$ cat config.mk
export PLATFORM = sky130hd
export DESIGN_NAME = acptc_top
export DESIGN_NICKNAME = d
export VERILOG_FILES = /design/src/include/acptc_pkg.sv /design/src/acptc_top.sv
export SDC_FILE = /design/constraint.sdc
export NUM_CORES = 1
export LEC_CHECK = 0
export ABC_AREA = 1
export CORE_MARGIN = 5
export CORE_UTILIZATION = 35
export CTS_BUF_LIST = sky130_fd_sc_hd__clkbuf_16
export DETAILED_ROUTE_END_ITERATION = 6
export DONT_BUFFER_PORTS = 1
export PLACE_DENSITY = 0.6
export SYNTH_ARGS = -nofsm -noshare
export SYNTH_HDL_FRONTEND = slang
export SYNTH_SLANG_ARGS = --single-unit
$ cat constraint.sdc
create_clock -name clk_in -period 3.6 [get_ports clk_in]
set_input_delay 0.72 -clock clk_in [delete_from_list [all_inputs] [get_ports clk_in]]
set_output_delay 0.72 -clock clk_in [all_outputs]
set_load 0.02 [all_outputs]
$ cat src/include/acptc_pkg.sv
package acptc_pkg;
    // Clock rate and timing figures.
    localparam int unsigned CLK_KHZ        = 25000;
    localparam int unsigned SINK_WAIT_MS   = 500;
    localparam int unsigned TEMP_UPD_MS    = 500;
    localparam int unsigned TEMP_UPD_CYC   = TEMP_UPD_MS * CLK_KHZ;
    localparam int unsigned SINK_WAIT_CYC  = SINK_WAIT_MS * CLK_KHZ;

    // Register byte offsets.
    localparam logic [7:0] OFS_CTRL       = 8'h00;
    localparam logic [7:0] OFS_SINK_CUR   = 8'h04;
    localparam logic [7:0] OFS_REQ_CFG    = 8'h08;
    localparam logic [7:0] OFS_REMOTE     = 8'h0c;
    localparam logic [7:0] OFS_SINK_PDO   = 8'h10;
    localparam logic [7:0] OFS_REQ_OBJ    = 8'h14;
    localparam logic [7:0] OFS_TEMP_CFG   = 8'h18;
    localparam logic [7:0] OFS_TEMP_STAT  = 8'h1c;
    localparam logic [7:0] OFS_IRQ_STAT   = 8'h20;
    localparam logic [7:0] OFS_IRQ_MASK   = 8'h24;
    localparam logic [7:0] OFS_EXTRA_PDO  = 8'h28;

    // Control and remote register fields.
    localparam int CTRL_ACTIVE  = 0;
    localparam int CTRL_EXTRA   = 1;
    localparam int REM_DRD      = 0;
    localparam int REM_UNCHUNK  = 1;

    // Interrupt status bits.
    localparam int IRQ_SHUTDOWN = 0;
    localparam int IRQ_HRESET   = 1;
    localparam int IRQ_TEMP     = 2;
    localparam int IRQ_W        = 3;

    // Reset values.
    localparam logic [9:0]  SINK_CUR_RST  = 10'h00a;
    localparam logic [31:0] REQ_CFG_RST   = 32'h1000_280a;
    localparam logic [15:0] TEMP_CFG_RST  = 16'h5550;

    // Fixed sink capability and request fields.
    localparam logic [1:0] PDO_FIXED     = 2'h0;
    localparam logic [9:0] PDO_5V_50MV   = 10'h064;
    localparam int PDO_COMM_BIT          = 26;
    localparam int PDO_DRD_BIT           = 25;
    localparam int REQ_COMM_BIT          = 25;
    localparam int REQ_SUSP_BIT          = 24;
    localparam int REQ_UNCHUNK_BIT       = 23;

    typedef enum logic [1:0] {
        ACPTC_NO_VBUS,
        ACPTC_WAIT_CAPS,
        ACPTC_HAVE_CAPS
    } acptc_wait_t;
endpackage : acptc_pkg

$ cat src/acptc_top.sv
// Added by the designer: the address map and the Avalon-MM interface to the registers.
`timescale 1ns/10ps
// Functional notes
// - Restricted message set until Active; then negotiate.
// - Wait sink capability timer before Hard Reset.
// - Sink capability advertises fixed 5 V, 50 mV units.
// - Fixed, flag and reserved sink capability bits.
// - Dual-role data bit mirrors far end.
// - Sink operational current programmable, 10 mA.
// - Optional extra capability; minimum offer still works.
// - Request reserved zero, comm and suspend set.
// - Request unchunked bit copied from far end.
// - Request currents programmable, 10 mA units.
// - Over temperature forces eSS.Disabled.
// - Get_Status reports thermal shutdown.
// - Billboard shown while in shutdown.
// - Shutdown cleared only by disconnect, Hard Reset.
// - Discover_ID carries maximum internal temperature.
// - Get_Status carries present internal temperature.
// - Temperature report refreshed within 500 ms.
// - Temperature in Celsius, threshold sets shutdown.
module acptc_top #(
    parameter int unsigned SINK_WAIT_CYC = acptc_pkg::SINK_WAIT_CYC,
    parameter int unsigned TEMP_UPD_CYC  = acptc_pkg::TEMP_UPD_CYC
) (
    input  wire logic        clk_in,
    input  wire logic        srst_in,
    input  wire logic        ce_in,
    input  wire logic [7:0]  avs_address_in,
    input  wire logic        avs_read_in,
    input  wire logic        avs_write_in,
    input  wire logic [31:0] avs_writedata_in,
    input  wire logic [3:0]  avs_byteenable_in,
    output logic      [31:0] avs_readdata_out,
    output logic             avs_waitrequest_out,
    input  wire logic        vbus_in,
    input  wire logic        src_caps_in,
    input  wire logic        hard_reset_in,
    input  wire logic        disconnect_in,
    input  wire logic [7:0]  temp_in,
    output logic             restricted_msgs_out,
    output logic             hard_reset_req_out,
    output logic      [31:0] sink_pdo_out,
    output logic      [31:0] extra_pdo_out,
    output logic             extra_pdo_en_out,
    output logic      [31:0] req_obj_out,
    output logic             ess_disable_out,
    output logic             billboard_out,
    output logic             status_shutdown_out,
    output logic      [7:0]  status_temp_out,
    output logic      [7:0]  discover_max_temp_out,
    output logic             irq_out
);

    logic [1:0]  ctrl_r;
    logic [9:0]  sink_cur_r;
    logic [31:0] req_cfg_r;
    logic [1:0]  remote_r;
    logic [15:0] temp_cfg_r;
    logic [31:0] extra_pdo_r;
    logic [acptc_pkg::IRQ_W-1:0] irq_stat_r;
    logic [acptc_pkg::IRQ_W-1:0] irq_mask_r;
    logic [31:0] rdata_nxt;
    logic        wait_r;
    logic        acc_done;
    logic        wr_acc;
    logic [31:0] pdo_nxt;
    logic [31:0] req_nxt;
    logic        shut_r;
    logic        shut_set;
    logic        shut_clr;
    logic [7:0]  temp_rep_r;
    logic [31:0] upd_cnt_r;
    logic        upd_tick;
    logic [31:0] wait_cnt_r;
    acptc_pkg::acptc_wait_t wait_st_r;
    logic        hr_fire;
    logic [acptc_pkg::IRQ_W-1:0] ev;

    function automatic logic [31:0] merge(input logic [31:0] old_v,
                                          input logic [31:0] new_v,
                                          input logic [3:0]  be);
        logic [31:0] res;
        res = old_v;
        for (int i = 0; i < 4; i++) begin
            if (be[i]) begin
                res[i*8 +: 8] = new_v[i*8 +: 8];
            end
        end
        return res;
    endfunction : merge

    // One wait state per access; the access completes while waitrequest
    // is low, so writes land on that same edge.
    assign acc_done = (avs_read_in || avs_write_in) && !wait_r;
    assign wr_acc   = avs_write_in && acc_done;

    always_ff @(posedge clk_in) begin
        if (srst_in) begin
            wait_r <= 1'b1;
        end else if (ce_in) begin
            wait_r <= !((avs_read_in || avs_write_in) && wait_r);
        end
    end

    always_comb begin
        rdata_nxt = 32'h0000_0000;
        unique case (avs_address_in)
            acptc_pkg::OFS_CTRL:      rdata_nxt = {30'h0, ctrl_r};
            acptc_pkg::OFS_SINK_CUR:  rdata_nxt = {22'h0, sink_cur_r};
            acptc_pkg::OFS_REQ_CFG:   rdata_nxt = req_cfg_r;
            acptc_pkg::OFS_REMOTE:    rdata_nxt = {30'h0, remote_r};
            acptc_pkg::OFS_SINK_PDO:  rdata_nxt = pdo_nxt;
            acptc_pkg::OFS_REQ_OBJ:   rdata_nxt = req_nxt;
            acptc_pkg::OFS_TEMP_CFG:  rdata_nxt = {16'h0, temp_cfg_r};
            acptc_pkg::OFS_TEMP_STAT: rdata_nxt = {23'h0, shut_r, temp_rep_r};
            acptc_pkg::OFS_IRQ_STAT:  rdata_nxt = {29'h0, irq_stat_r};
            acptc_pkg::OFS_IRQ_MASK:  rdata_nxt = {29'h0, irq_mask_r};
            acptc_pkg::OFS_EXTRA_PDO: rdata_nxt = extra_pdo_r;
            default:                  rdata_nxt = 32'h0000_0000;
        endcase
    end

    always_ff @(posedge clk_in) begin
        if (srst_in) begin
            avs_readdata_out <= 32'h0000_0000;
        end else if (ce_in && avs_read_in && wait_r) begin
            avs_readdata_out <= rdata_nxt;
        end
    end

    assign avs_waitrequest_out = wait_r;

    // Software-owned configuration registers.
    always_ff @(posedge clk_in) begin
        if (srst_in) begin
            ctrl_r      <= 2'h0;
            sink_cur_r  <= acptc_pkg::SINK_CUR_RST;
            req_cfg_r   <= acptc_pkg::REQ_CFG_RST;
            remote_r    <= 2'h0;
            temp_cfg_r  <= acptc_pkg::TEMP_CFG_RST;
            extra_pdo_r <= 32'h0000_0000;
            irq_mask_r  <= '0;
        end else if (ce_in && wr_acc) begin
            unique case (avs_address_in)
                acptc_pkg::OFS_CTRL: begin
                    ctrl_r <= 2'(merge({30'h0, ctrl_r},
                        avs_writedata_in, avs_byteenable_in));
                end
                acptc_pkg::OFS_SINK_CUR: begin
                    sink_cur_r <= 10'(merge({22'h0, sink_cur_r},
                        avs_writedata_in, avs_byteenable_in));
                end
                acptc_pkg::OFS_REQ_CFG: begin
                    req_cfg_r <= merge(req_cfg_r, avs_writedata_in,
                                       avs_byteenable_in);
                end
                acptc_pkg::OFS_REMOTE: begin
                    remote_r <= 2'(merge({30'h0, remote_r},
                        avs_writedata_in, avs_byteenable_in));
                end
                acptc_pkg::OFS_TEMP_CFG: begin
                    temp_cfg_r <= 16'(merge({16'h0, temp_cfg_r},
                        avs_writedata_in, avs_byteenable_in));
                end
                acptc_pkg::OFS_IRQ_MASK: begin
                    irq_mask_r <= avs_byteenable_in[0] ?
                                  avs_writedata_in[acptc_pkg::IRQ_W-1:0] :
                                  irq_mask_r;
                end
                acptc_pkg::OFS_EXTRA_PDO: begin
                    extra_pdo_r <= merge(extra_pdo_r, avs_writedata_in,
                                         avs_byteenable_in);
                end
                default: begin
                end
            endcase
        end
    end

    // Sink capability object for the Active contract.
    always_comb begin
        pdo_nxt = 32'h0000_0000;
        pdo_nxt[31:30] = acptc_pkg::PDO_FIXED;
        pdo_nxt[acptc_pkg::PDO_COMM_BIT] = 1'b1;
        pdo_nxt[acptc_pkg::PDO_DRD_BIT] =
            remote_r[acptc_pkg::REM_DRD];
        pdo_nxt[19:10] = acptc_pkg::PDO_5V_50MV;
        pdo_nxt[9:0]   = sink_cur_r;
    end

    // Request object; reserved, giveback and mismatch stay zero.
    always_comb begin
        req_nxt = 32'h0000_0000;
        req_nxt[30:28] = req_cfg_r[30:28];
        req_nxt[acptc_pkg::REQ_COMM_BIT] = 1'b1;
        req_nxt[acptc_pkg::REQ_SUSP_BIT] = 1'b1;
        req_nxt[acptc_pkg::REQ_UNCHUNK_BIT] =
            remote_r[acptc_pkg::REM_UNCHUNK];
        req_nxt[19:0] = req_cfg_r[19:0];
    end

    always_ff @(posedge clk_in) begin
        if (srst_in) begin
            restricted_msgs_out <= 1'b1;
            sink_pdo_out        <= 32'h0000_0000;
            req_obj_out         <= 32'h0000_0000;
            extra_pdo_out       <= 32'h0000_0000;
            extra_pdo_en_out    <= 1'b0;
        end else if (ce_in) begin
            restricted_msgs_out <= !ctrl_r[acptc_pkg::CTRL_ACTIVE];
            sink_pdo_out        <= pdo_nxt;
            req_obj_out         <= req_nxt;
            // The extra offer is only an addition; the minimum stays first.
            extra_pdo_out       <= extra_pdo_r;
            extra_pdo_en_out    <= ctrl_r[acptc_pkg::CTRL_EXTRA] &&
                                   ctrl_r[acptc_pkg::CTRL_ACTIVE];
        end
    end

    // Wait for Source_Capabilities after VBUS; a Hard Reset on timeout.
    assign hr_fire = (wait_st_r == acptc_pkg::ACPTC_WAIT_CAPS) &&
                     (wait_cnt_r >= SINK_WAIT_CYC - 1) && !src_caps_in;

    always_ff @(posedge clk_in) begin
        if (srst_in) begin
            wait_st_r          <= acptc_pkg::ACPTC_NO_VBUS;
            wait_cnt_r         <= 32'h0000_0000;
            hard_reset_req_out <= 1'b0;
        end else if (ce_in) begin
            hard_reset_req_out <= 1'b0;
            if (!vbus_in || disconnect_in) begin
                wait_st_r  <= acptc_pkg::ACPTC_NO_VBUS;
                wait_cnt_r <= 32'h0000_0000;
            end else begin
                unique case (wait_st_r)
                    acptc_pkg::ACPTC_NO_VBUS: begin
                        wait_st_r  <= acptc_pkg::ACPTC_WAIT_CAPS;
                        wait_cnt_r <= 32'h0000_0000;
                    end
                    acptc_pkg::ACPTC_WAIT_CAPS: begin
                        if (src_caps_in) begin
                            wait_st_r <= acptc_pkg::ACPTC_HAVE_CAPS;
                        end else if (hr_fire) begin
                            hard_reset_req_out <= 1'b1;
                            wait_cnt_r         <= 32'h0000_0000;
                        end else begin
                            wait_cnt_r <= wait_cnt_r + 32'd1;
                        end
                    end
                    acptc_pkg::ACPTC_HAVE_CAPS: begin
                        if (hard_reset_in) begin
                            wait_st_r  <= acptc_pkg::ACPTC_WAIT_CAPS;
                            wait_cnt_r <= 32'h0000_0000;
                        end
                    end
                    default: begin
                        wait_st_r <= acptc_pkg::ACPTC_NO_VBUS;
                    end
                endcase
            end
        end
    end

    // Thermal shutdown latch; a new over-temperature beats a clear.
    assign shut_set = (temp_in >= temp_cfg_r[7:0]);
    assign shut_clr = disconnect_in || hard_reset_in;

    always_ff @(posedge clk_in) begin
        if (srst_in) begin
            shut_r <= 1'b0;
        end else if (ce_in) begin
            if (shut_set) begin
                shut_r <= 1'b1;
            end else if (shut_clr) begin
                shut_r <= 1'b0;
            end
        end
    end

    always_ff @(posedge clk_in) begin
        if (srst_in) begin
            ess_disable_out       <= 1'b0;
            billboard_out         <= 1'b0;
            status_shutdown_out   <= 1'b0;
            discover_max_temp_out <= 8'h00;
        end else if (ce_in) begin
            ess_disable_out       <= shut_r;
            billboard_out         <= shut_r;
            status_shutdown_out   <= shut_r;
            discover_max_temp_out <= temp_cfg_r[15:8];
        end
    end

    // Periodic refresh of the reported internal temperature.
    assign upd_tick = (upd_cnt_r >= TEMP_UPD_CYC - 1);

    always_ff @(posedge clk_in) begin
        if (srst_in) begin
            upd_cnt_r  <= 32'h0000_0000;
            temp_rep_r <= 8'h00;
        end else if (ce_in) begin
            if (upd_tick) begin
                upd_cnt_r  <= 32'h0000_0000;
                temp_rep_r <= temp_in;
            end else begin
                upd_cnt_r <= upd_cnt_r + 32'h0000_0001;
            end
        end
    end

    assign status_temp_out = temp_rep_r;

    // Sticky events, write one to clear; a new event wins over the clear.
    assign ev = {upd_tick, hr_fire, shut_set && !shut_r};

    always_ff @(posedge clk_in) begin
        if (srst_in) begin
            irq_stat_r <= '0;
        end else if (ce_in) begin
            if (wr_acc && avs_address_in == acptc_pkg::OFS_IRQ_STAT &&
                avs_byteenable_in[0]) begin
                irq_stat_r <= (irq_stat_r &
                              ~avs_writedata_in[acptc_pkg::IRQ_W-1:0]) | ev;
            end else begin
                irq_stat_r <= irq_stat_r | ev;
            end
        end
    end

    always_ff @(posedge clk_in) begin
        if (srst_in) begin
            irq_out <= 1'b0;
        end else if (ce_in) begin
            irq_out <= |(irq_stat_r & irq_mask_r);
        end
    end

    a_restrict_follows: assert property (@(posedge clk_in)
        disable iff (srst_in || !ce_in)
        ##1 ($past(ce_in) && !$past(srst_in)) |->
        restricted_msgs_out == !$past(ctrl_r[acptc_pkg::CTRL_ACTIVE]))
        else $error("restricted flag does not track Active");
    a_hr_after_wait: assert property (@(posedge clk_in)
        disable iff (srst_in || !ce_in)
        $rose(hard_reset_req_out) |->
        $past(wait_cnt_r) == SINK_WAIT_CYC - 1)
        else $error("hard reset issued before wait expired");
    a_pdo_fields: assert property (@(posedge clk_in)
        disable iff (srst_in)
        ##1 !$past(srst_in) |->
        sink_pdo_out[19:10] == acptc_pkg::PDO_5V_50MV &&
        sink_pdo_out[31:26] == 6'h01 && sink_pdo_out[24:20] == 5'h00)
        else $error("sink capability fixed fields wrong");
    a_pdo_mirror: assert property (@(posedge clk_in)
        disable iff (srst_in || !ce_in)
        ##1 ($past(ce_in) && !$past(srst_in)) |->
        sink_pdo_out[acptc_pkg::PDO_DRD_BIT] ==
        $past(remote_r[acptc_pkg::REM_DRD]) &&
        sink_pdo_out[9:0] == $past(sink_cur_r))
        else $error("sink capability variable fields wrong");
    a_req_fields: assert property (@(posedge clk_in)
        disable iff (srst_in)
        ##1 (req_obj_out[31] == 1'b0 && req_obj_out[27:26] == 2'h0 &&
             req_obj_out[22:20] == 3'h0))
        else $error("request object reserved fields wrong");
    a_shut_outputs: assert property (@(posedge clk_in)
        disable iff (srst_in || !ce_in)
        shut_set ##1 ce_in |=> ess_disable_out && billboard_out &&
        status_shutdown_out)
        else $error("shutdown not reflected on outputs");
    a_shut_sticky: assert property (@(posedge clk_in)
        disable iff (srst_in || !ce_in)
        shut_r && !shut_clr |=> shut_r)
        else $error("shutdown cleared without disconnect or hard reset");
    a_temp_refresh: assert property (@(posedge clk_in)
        disable iff (srst_in)
        upd_cnt_r < TEMP_UPD_CYC)
        else $error("temperature refresh period exceeded");
    a_temp_sample: assert property (@(posedge clk_in)
        disable iff (srst_in || !ce_in)
        upd_tick |=> status_temp_out == $past(temp_in))
        else $error("reported temperature not refreshed");
    a_irq_level: assert property (@(posedge clk_in)
        disable iff (srst_in || !ce_in)
        ##1 $past(ce_in) |->
        irq_out == |($past(irq_stat_r) & $past(irq_mask_r)))
        else $error("interrupt output does not follow status");

    c_hard_reset: cover property (@(posedge clk_in)
        disable iff (srst_in) $rose(hard_reset_req_out));
    c_shutdown: cover property (@(posedge clk_in)
        disable iff (srst_in) $rose(billboard_out));
    c_shut_clear: cover property (@(posedge clk_in)
        disable iff (srst_in) $fell(ess_disable_out));
    c_temp_tick: cover property (@(posedge clk_in)
        disable iff (srst_in) upd_tick);

endmodule : acptc_top

==> results.cfg, run 1 <==
[sta]
finalWorstSetupSlack_ps = 1386
max_slew_margin_pct = 36.74
setup_violations = 0
worst_slew_pin_slew_ps = 948.8
fin_setup_tns_ps = 0
hold_viol_final = 0
fmax_mhz = 451.6
fin_crit_sh_pct = 61.51
finClkSkew_ps = 14.70
whs_ps = 227.0
rsz0062_at_grt = no
min_period_ps = 2214
final-max-slew-violation-count = 0

[global_routing]
grt_pass1_wl_um = 59710
antenna_found_initial = 1
grt_remaining_overflow = 0
grt_pass1_vias = 10450
grtUsageTotal_pct = 17.94
grt_max_degree = 129

[clock_tree]
cts_root_buffer = clkbuf_16
post_cts_buffers = 0
clock-sinks = 289
holdBufCountCts = 0
post_cts_resize_count = 0
cts_buffers = 30
clkTransAtPathRegs_ps = 60
cts_tree = built
clock_latency_ps = 560
htreeDepth = 1
clockBufferDepth = 3

[floorplanning]
core_area_mm2 = 0.03626
die-width_um = 200.8
rows = 70
io_pins = 213
die-height_um = 200.8
die_area_mm2 = 0.04034
start_util_pct = 35.16

[yosys]
synth-compound-area-share_pct = 15.59
synth_mux_area_share_pct = 0
synth_top_family_by_area = simple AND/OR/NAND/NOR gates
syn_avg_cell_area_um2 = 7.186
synth-simple-area-share_pct = 27.13
synth_cells = 1774
synth_seq_cells = 289
syn-cell-area_mm2 = 0.01275
ys_seq_area_share_pct = 45.39
yosys.cell_types.count = 39
synthAdderAreaFrac_pct = 0.9815
synth_xor_xnor_area_share_pct = 1.443
yosysWarnings = 0

[detailed_routing]
wl_per_cell_um = 17.11
vias_per_cell = 5.019
drtPass1Iterations = 6
drt_iter0_markers = 850
finalWirelength_um = 37920
drt_drc_violations_left = 0
vias = 11120
antenna_left = 0

[pwr]
peakVddDrop_v = 0.0003143
seq_power_share_pct = 49.8
p_int_w = 0.005095
powerDensity_mw_per_mm2 = 485.3
power_leakage_nw = 5.559
p_clk_share_pct = 46.3
p_sw_w = 0.001642
swShare_pct = 24.37
combinationalPowerShare_pct = 3.9

[placement]
portBuffers = 0
pre_cts_slack_ps = 1099
place_hpwl_um = 26310
place.gp.congestion = 0.8298

[cells_and_area]
ff_latch_area_mm2 = 0.005786
antenna_cells = 0
syn_to_final_growth_pct = 8.893
nets = 1795
multi_input_area_mm2 = 0.005841
drive_gt1_share_pct = 5.778
fillers = 3831
layout_commonest_cell = nand2_1
final_cell_mix = 339 x nand2_1, 313 x nor2_1, 289 x dfxtp_1, 160 x o21ai_0, 151 x inv_1

[setup_path]
crit_type = reg2reg
crit_fanout = 12
start_kind = register
r2r_cells = 10
critical_path_required_ps = 4070
crit_arrival_ps = 2690
endpoint_kind = register

[min_path]
min_path_type = in2reg
hold_depth = 1

[run_status]
status = finished, final reports clean

[flow_run]
drv_cap = 0
[Yosys cell counts]
library cell | number | share of area (%)
nand3b_1 | 2 | 0.12
xor2_1 | 15 | 1.0
nor2_2 | 6 | 0.29
buf_2 | 16 | 0.63
nor3_1 | 16 | 0.63
a211oi_2 | 8 | 0.79
o21ai_1 | 4 | 0.16
conb_1 | 1 | 0.029
o21ai_0 | 160 | 6.3
and2_1 | 1 | 0.049
nand2_4 | 3 | 0.26
a22o_1 | 6 | 0.41
inv_1 | 150 | 4.4
xnor2_1 | 6 | 0.41
buf_6 | 4 | 0.35
a31oi_1 | 2 | 0.098
clkinv_2 | 1 | 0.039
nand4_1 | 33 | 1.6
clkinv_1 | 1 | 0.029
nor2_8 | 1 | 0.16
dfxtp_1 | 289 | 45
inv_2 | 5 | 0.15
nand3_1 | 89 | 3.5
a211oi_1 | 23 | 1.4
o22ai_1 | 3 | 0.15
or2_0 | 1 | 0.049
nor3b_1 | 1 | 0.059
nand2_2 | 8 | 0.39
nor2_4 | 8 | 0.71
or2_2 | 2 | 0.098
nand2_1 | 339 | 10
a21oi_1 | 136 | 5.3
nor2_1 | 313 | 9.2
a31o_2 | 1 | 0.069
buf_1 | 8 | 0.24
ha_1 | 10 | 0.98
clkbuf_1 | 50 | 1.5
o211ai_1 | 16 | 0.94
buf_4 | 36 | 2.1
[metrics by stage]
stage               cell area (um^2)  util (%)  power (W)  cells
floorplan                      12830         -   0.003661   1796
global placement               12890     35.56   0.003689   2160
detailed placement             12890     35.56   0.003691   2160
CTS                            13880     38.28   0.006807   2216
global route                   13880     38.28   0.006973   2216
finish                         13880     38.28   0.006737   2216
[metal layers]
metal	vias to the layer above	global-route usage, %	routed length (um)
met2	346	28.15	16840
met1	5092	24.30	17020
met4	2	5.211	994
met3	57	4.960	3047
li1	5626	-	-
met5	-	0	20
[flip-flops by register name (all words and copies together) (netlist names), 2 cells and up]
register / flops
status_temp_out: 8
extra_pdo_out: 32
wait_st_r: 2
temp_cfg_r: 16
remote_r: 2
discover_max_temp_out: 8
irq_mask_r: 3
avs_readdata_out: 32
upd_cnt_r: 32
sink_pdo_out: 11
sink_cur_r: 10
wait_cnt_r: 32
ctrl_r: 2
irq_stat_r: 3
extra_pdo_r: 32
req_obj_out: 25
req_cfg_r: 32
[cells by family after synthesis]
kind of cell | Yosys count
AOI/OAI and AO/OA | 359
xor gates and xnor gates | 21
adders and majority gates | 10
buffers and inverters | 271
DFF | 289
other | 1
and+or+nand+nor | 823
[worst paths after layout]
| path | endpoint | start | slack [ps] |
|---|---|---|---|
| setup / recovery | wait_cnt_r[12] | wait_cnt_r[0] | 1390 |
| hold / removal | avs_readdata_out[10] | srst_in | 230 |
| setup reg to reg | wait_cnt_r[12] | wait_cnt_r[0] | 1390 |
| hold reg to reg | upd_cnt_r[27] | upd_cnt_r[27] | 440 |
[layout make-up]
cell class | instances | share of cell area, %
Sequential cell | 289 | 41.68
Clock inverter | 25 | 1.532
Inverter | 157 | 4.273
Clock buffer | 31 | 5.589
Timing Repair Buffer | 10 | 0.6310
Multi-Input combinational cell | 1236 | 42.08
Tap cell | 468 | 4.219
[power by group through the flow]
stage	clock (W)	sequential [W]	combinational, W
after floorplan	0	0.00341	0.000256
after global placement	0	0.00343	0.000259
after detailed placement	0	0.00343	0.000261
after CTS	0.00318	0.00336	0.000263
after global routing	0.00332	0.00336	0.000296
final	0.00312	0.00336	0.000263
[worst max-delay path: stages (launching register included)]
cell and delay [ps]:
dfxtp_1 330, ha_1 260, nand4_1 120, nand2_1 80, nand2_1 70, nand2_1 50, nand2_1 330, nand3_1 520
inv_1 240, nand2_1 60, o21ai_0 80
Power figures use the tool's default switching activity.
==> run 2: changes to the inputs <==
- ABC_AREA: 1 -> 0
- PLACE_DENSITY: 0.6 -> 0.62
- clock period: 3.6 -> 1.8 ns (I/O delays scaled with it)
==> run 2 against run 1 <==
- the flow now finishes with violations (negative hold slack, negative setup slack)
- synthesized area fell by 2.1%
- routed wire length fell by 0.13%
- critical path depth fell by 5
- worst hold slack got worse by 270 ps
- die area fell by 2.0%
- count of clock-buffer cells in the layout rose by 4
- core utilization rose by 7.3 points
- global-route usage rose by 0.69 points
- clock power rose by 110%
- setup slack got worse by 1600 ps
==> results.cfg, run 2 <==
[min_path]
min_path_type = in2reg
min_from = srst_in

[yosys]
synth_most_common_cell = dfxtp_1
ys_async_sr_fraction_pct = 0
synth_edf_count = 0
synth_commonest_cells = 289 x dfxtp_1, 218 x nor2_1, 147 x mux2i_1, 94 x nand2_1, 63 x nand3_1
ys_seq_area_share_pct = 46.38
yosys.area.top_type = dfxtp_1
synth_seq_cells = 289
synthFlopType = dfxtp_1
yosysTopAreaCellShare_pct = 46.38
yosysWarnings = 0
syn-cell-area_mm2 = 0.01247
syn_avg_cell_area_um2 = 9.192
synth_cells = 1357
yosys.cell_types.count = 77
synth_area_leaders = dfxtp_1 46%, mux2i_1 12%, nor2_1 6.6%

[global_routing]
grt_remaining_overflow = 0
grtUsageTotal_pct = 18.63
antenna_found_initial = 0
grt_pass1_wl_um = 59340
grt_pass1_vias = 10640
grt_max_degree = 225

[cells_and_area]
final_area_mm2 = 0.01615
ff_latch_area_mm2 = 0.005796
layout_commonest_cell = dfxtp_1
fin_cells = 2019
nets = 1604
syn_to_final_growth_pct = 29.48
antenna_cells = 0
fillers = 3356
final_util_pct = 45.63
final_cell_mix = 281 x dfxtp_1, 218 x nor2_1, 146 x mux2i_1, 113 x buf_4, 100 x dlygate4sd3_1
drive_gt1_share_pct = 16.82
multi_input_area_mm2 = 0.006507

[detailed_routing]
antenna_left = 0
wl_per_cell_um = 18.76
finalWirelength_um = 37870
vias_per_cell = 5.210
vias = 10520
drt_drc_violations_left = 0
drt_iter0_markers = 476
drtPass1Iterations = 7

[placement]
pre_cts_slack_ps = -208.2
portBuffers = 0
placed_cells = 1850
place_hpwl_um = 25380
place.gp.congestion = 0.8423
dpl_cell_area_mm2 = 0.01371

[run_status]
status = finished with violations
violations = negative hold slack, negative setup slack

[floorplanning]
die-width_um = 198.8
die-height_um = 198.8
start_util_pct = 35.24
io_pins = 213
die_area_mm2 = 0.03951
rows = 69
core_area_mm2 = 0.03540

[setup_path]
crit_path_max_incr_delay_ps = 520
critical_path_required_ps = 2220
crit_type = reg2reg
setup.worst_path.end = wait_cnt_r[7]
cp_num_buf_inv = 0
r2r_cells = 5
regToRegStartpoint = wait_cnt_r[14]
crit_chain = or4_1 > o22a_2 > o311a_4 > or3b_4 > a31oi_4
start_kind = register
cp_slowest_cell = or4_1
path_depth = 5
endpoint_kind = register
crit_fanout = 3
reg2reg_to = wait_cnt_r[7]
reg2reg_slack_ps = -190
path_delay_family = simple AND/OR/NAND/NOR gates
crit_arrival_ps = 2410
critPathLaunch = wait_cnt_r[14]

[clock_tree]
clkTransAtPathRegs_ps = 50
htreeDepth = 2
cts_buffers = 34
cts_tree = built
cts_root_buffer = clkbuf_16
clock-sinks = 289
clock_latency_ps = 510
clockBufferDepth = 3

[sta]
final-max-slew-violation-count = 0
fin_crit_sh_pct = 110.4
hold_viol_final = 3
finClkSkew_ps = 16.74
max_slew_margin_pct = 42.53
worst_slew_pin_slew_ps = 858.9
finalWorstSetupSlack_ps = -187.4
setup_violations = 31
min_period_ps = 1987
whs_ps = -41.62
fmax_mhz = 503.2
rsz0062_at_grt = yes

[pwr]
powerDensity_mw_per_mm2 = 838.1
peakVddDrop_v = 0.0006135
power_leakage_nw = 6.486

[flow_run]
drv_cap = 0
[run 2: changes by cell type after synthesis, sizes merged, moves of 12 or more]
cell,previous run,this run
nand2,350,95
mux2i,0,147
o21ai,164,29
inv,155,23
a21oi,136,44
nand4,33,21
nor4,0,18
nor3,16,34
nor2,328,221
a211oi,31,3
a31oi,2,21
and3,0,18
nand3,89,65
[run 2: metal layers]
| layer | up-vias | global-route usage [%] | wire length [um] |
|---|---|---|---|
| li1 | 5143 | - | - |
| met1 | 4999 | 23.13 | 15790 |
| met2 | 313 | 29.87 | 17280 |
| met3 | 64 | 7.486 | 3689 |
| met4 | 0 | 5.699 | 1110 |
| met5 | - | 0 | 0 |
[run 2: repair_timing]
| action | CTS | global route |
|---|---|---|
| pin swaps | 11 | 12 |
| hold buffers | 99 | 1 |
| setup buffers | 4 | 2 |
| setup endpoints to repair | 58 | 70 |
| endpoints found under the hold margin | 187 | 7 |
| resized for setup | 19 | 37 |
| gates cloned | 2 | 1 |
[run 2: where the power goes]
group / total (W) / leakage [nW] / switching (W) / internal [W]
sequential: 0.00656 / 2.34 / 0.000101 / 0.00645
combinational: 0.000540 / 3.60 / 0.000285 / 0.000255
clock: 0.00644 / 0.543 / 0.00265 / 0.00379
[run 2: logic make-up after synthesis]
logic type / synth area share (%)
other cells: 0.03006
fa+ha+maj: 1.003
flops: 46.38
mux: 12.34
compound gates: 11.70
buf+inv: 5.698
simple gates: 20.53
xor+xnor: 2.317
[run 2: layout make-up]
class                           count  area share, %
Sequential cell                   289          35.88
Inverter                           23         0.5346
Timing Repair Buffer              231          13.30
Tap cell                          461          3.571
Clock buffer                       35          5.423
Multi-Input combinational cell    954          40.29
Clock inverter                     26         0.9916
[run 2: how the worst min path moves through the flow]
stage / slack [ps] / endpoint / cells past startpoint
6_report: -40 / hard_reset_req_out / 1
5_1_grt: -90 / wait_cnt_r[1] / 1
4_1_cts: -90 / wait_cnt_r[1] / 1
3_5_place_dp: 440 / wait_cnt_r[28] / 1
3_3_place_gp: 440 / temp_cfg_r[2] / 2
2_1_floorplan: 430 / wait_cnt_r[31] / 1
[run 2: worst register-to-register path, stage by stage (launching register included)]
cell and delay, ps:
dfxtp_2 310, or4_1 520, o22a_2 230, o311a_4 330, or3b_4 390, a31oi_4 140
[run 2: stage by stage]
step                TNS (ps)  total power [W]
detailed placement    -10790         0.007104
global route           -5299          0.01405
global placement       -6937         0.007096
floorplan              -6757         0.007180
finish                 -3363          0.01354
CTS                    -2417          0.01369
==> run 3: changes to the inputs <==
==> constraint.sdc (replaced) <==
create_clock -name clk_in -period 1.8 [get_ports clk_in]
set_input_delay 0.09 -clock clk_in [delete_from_list [all_inputs] [get_ports clk_in]]
set_output_delay 0.09 -clock clk_in [all_outputs]
set_load 0.02 [all_outputs]
==> run 3 against run 2 <==
- the run still ends with negative hold slack, negative setup slack left
- clock power rose by 5.4%
- sequential power barely moved
- combinational power rose by 10%
- critical endpoint unchanged
==> results.cfg, run 3 (synthesis gave the netlist of run 2 again) <==
[clock_tree]
htreeDepth = 2
holdBufCountCts = 129
cts_root_buffer = clkbuf_16
cts_tree = built
clock_latency_ps = 510
clock-sinks = 289
clockBufferDepth = 3
cts_buffers = 34
clkTransAtPathRegs_ps = 60

[sta]
rsz0062_at_grt = yes
fin_setup_tns_ps = -2175
fmax_mhz = 507.9
fin_crit_sh_pct = 109.4
final-max-slew-violation-count = 0
whs_ps = -290.7
setup_violations = 27
finalWorstSetupSlack_ps = -169.0
worst_slew_pin_slew_ps = 853.5
hold_viol_final = 136
min_period_ps = 1969
max_slew_margin_pct = 42.89
finClkSkew_ps = 14.66

[global_routing]
antenna_found_initial = 0
grt_max_degree = 225
grtUsageTotal_pct = 18.94
grt_pass1_wl_um = 59910
grt_remaining_overflow = 0
grt_pass1_vias = 10670

[setup_path]
crit_chain = or4_4 > o22a_4 > o311a_1 > or3b_1 > a31oi_1
path_delay_family = simple AND/OR/NAND/NOR gates
endpoint_kind = register
crit_arrival_ps = 2400
critical_path_required_ps = 2230
cp_slowest_cell = or4_4
crit_path_max_incr_delay_ps = 530
start_kind = register
crit_type = reg2reg
cp_num_buf_inv = 0
crit_fanout = 3

[placement]
pre_cts_slack_ps = -194.1
portBuffers = 0
place_hpwl_um = 25210
place.gp.congestion = 0.8421

[floorplanning]
die-width_um = 198.8
io_pins = 213
start_util_pct = 35.24
core_area_mm2 = 0.03540
die-height_um = 198.8
rows = 69
die_area_mm2 = 0.03951

[detailed_routing]
vias_per_cell = 5.323
antenna_left = 0
finalWirelength_um = 39070
drt_iter0_markers = 745
drt_drc_violations_left = 0
drtPass1Iterations = 5
wl_per_cell_um = 19.22
vias = 10820

[pwr]
peakVddDrop_v = 0.0007205
power_leakage_nw = 6.568
powerDensity_mw_per_mm2 = 856.0

[cells_and_area]
final_cell_mix = 282 x dfxtp_1, 217 x nor2_1, 147 x mux2i_1, 128 x dlygate4sd3_1, 99 x buf_4
antenna_cells = 0
syn_to_final_growth_pct = 30.60
layout_commonest_cell = dfxtp_1
fillers = 3306
ff_latch_area_mm2 = 0.005797
nets = 1619
multi_input_area_mm2 = 0.006396
drive_gt1_share_pct = 15.39
final_util_pct = 46.02

[run_status]
status = finished with violations
violations = negative hold slack, negative setup slack

[min_path]
min_path_type = in2reg

[flow_run]
drv_cap = 0
[run 3: cell types whose count changed in the layout (fill, tap and decap cells not counted), moves of 3 or more]
cell           before  now
nor3_2              2    5
nor2_2              0    3
buf_4             113   99
dlygate4sd3_1     100  128
inv_1              32   28
and3_1             15   18
[run 3: cell type report]
type                    count  area share, %
clock buffers              37          5.684
clock inverters            23          1.060
well taps                 461          3.541
multi-input cells         954          39.27
repair buffers            246          14.31
flip-flops and latches    289          35.59
inverters                  23         0.5530
[run 3: where the power goes]
group | total (W) | switching [W] | leakage [nW] | internal (W)
combinational | 0.000596 | 0.000320 | 3.66 | 0.000276
sequential | 0.00655 | 0.000102 | 2.34 | 0.00645
clock | 0.00679 | 0.00268 | 0.566 | 0.00411
total | 0.0139 | 0.00311 | 6.57 | 0.0108
[run 3: path summary, 6_finish.rpt]
kind | from | slack (ps) | end | cells after the start
max | wait_cnt_r[14] | -170 | wait_cnt_r[7] | 5
min | srst_in | -290 | hard_reset_req_out | 1
max reg2reg | wait_cnt_r[14] | -170 | wait_cnt_r[7] | 5
min reg2reg | temp_cfg_r[7] | 460 | temp_cfg_r[7] | 2
[run 3: per-stage QoR]
step / cell area [um^2] / hold WS [ps] / instances / power, W
3_5_place_dp: 13490 / 183.1 / 1834 / 0.007094
6_report: 16290 / -290.7 / 2033 / 0.01394
5_1_grt: 16290 / -327.8 / 2033 / 0.01442
2_1_floorplan: 12610 / 207.8 / 1379 / 0.007159
4_1_cts: 16050 / -328.2 / 2029 / 0.01409
3_3_place_gp: 13490 / 178.1 / 1834 / 0.007088
[run 3: what timing repair did]
item / in CTS / in global routing
setup endpoints to repair: 67 / 71
gates cloned: 3 / 1
hold endpoints to repair: 236 / 136
pin swaps: 7 / 13
resized for setup: 24 / 39
setup buffers: 3 / 5
[run 3: worst register-to-register path: stages (launching register included)]
cell and delay [ps]:
dfxtp_2 310, or4_4 530, o22a_4 210, o311a_1 320, or3b_1 360, a31oi_1 150
[run 3: per-layer routing]
layer | wire length [um] | GRT usage [%] | part of all wire, %
met3 | 3922 | 7.571 | 10
met2 | 18150 | 30.88 | 46
met5 | 0 | 0 | 0
met4 | 1083 | 5.724 | 2.8
met1 | 15920 | 23.13 | 41
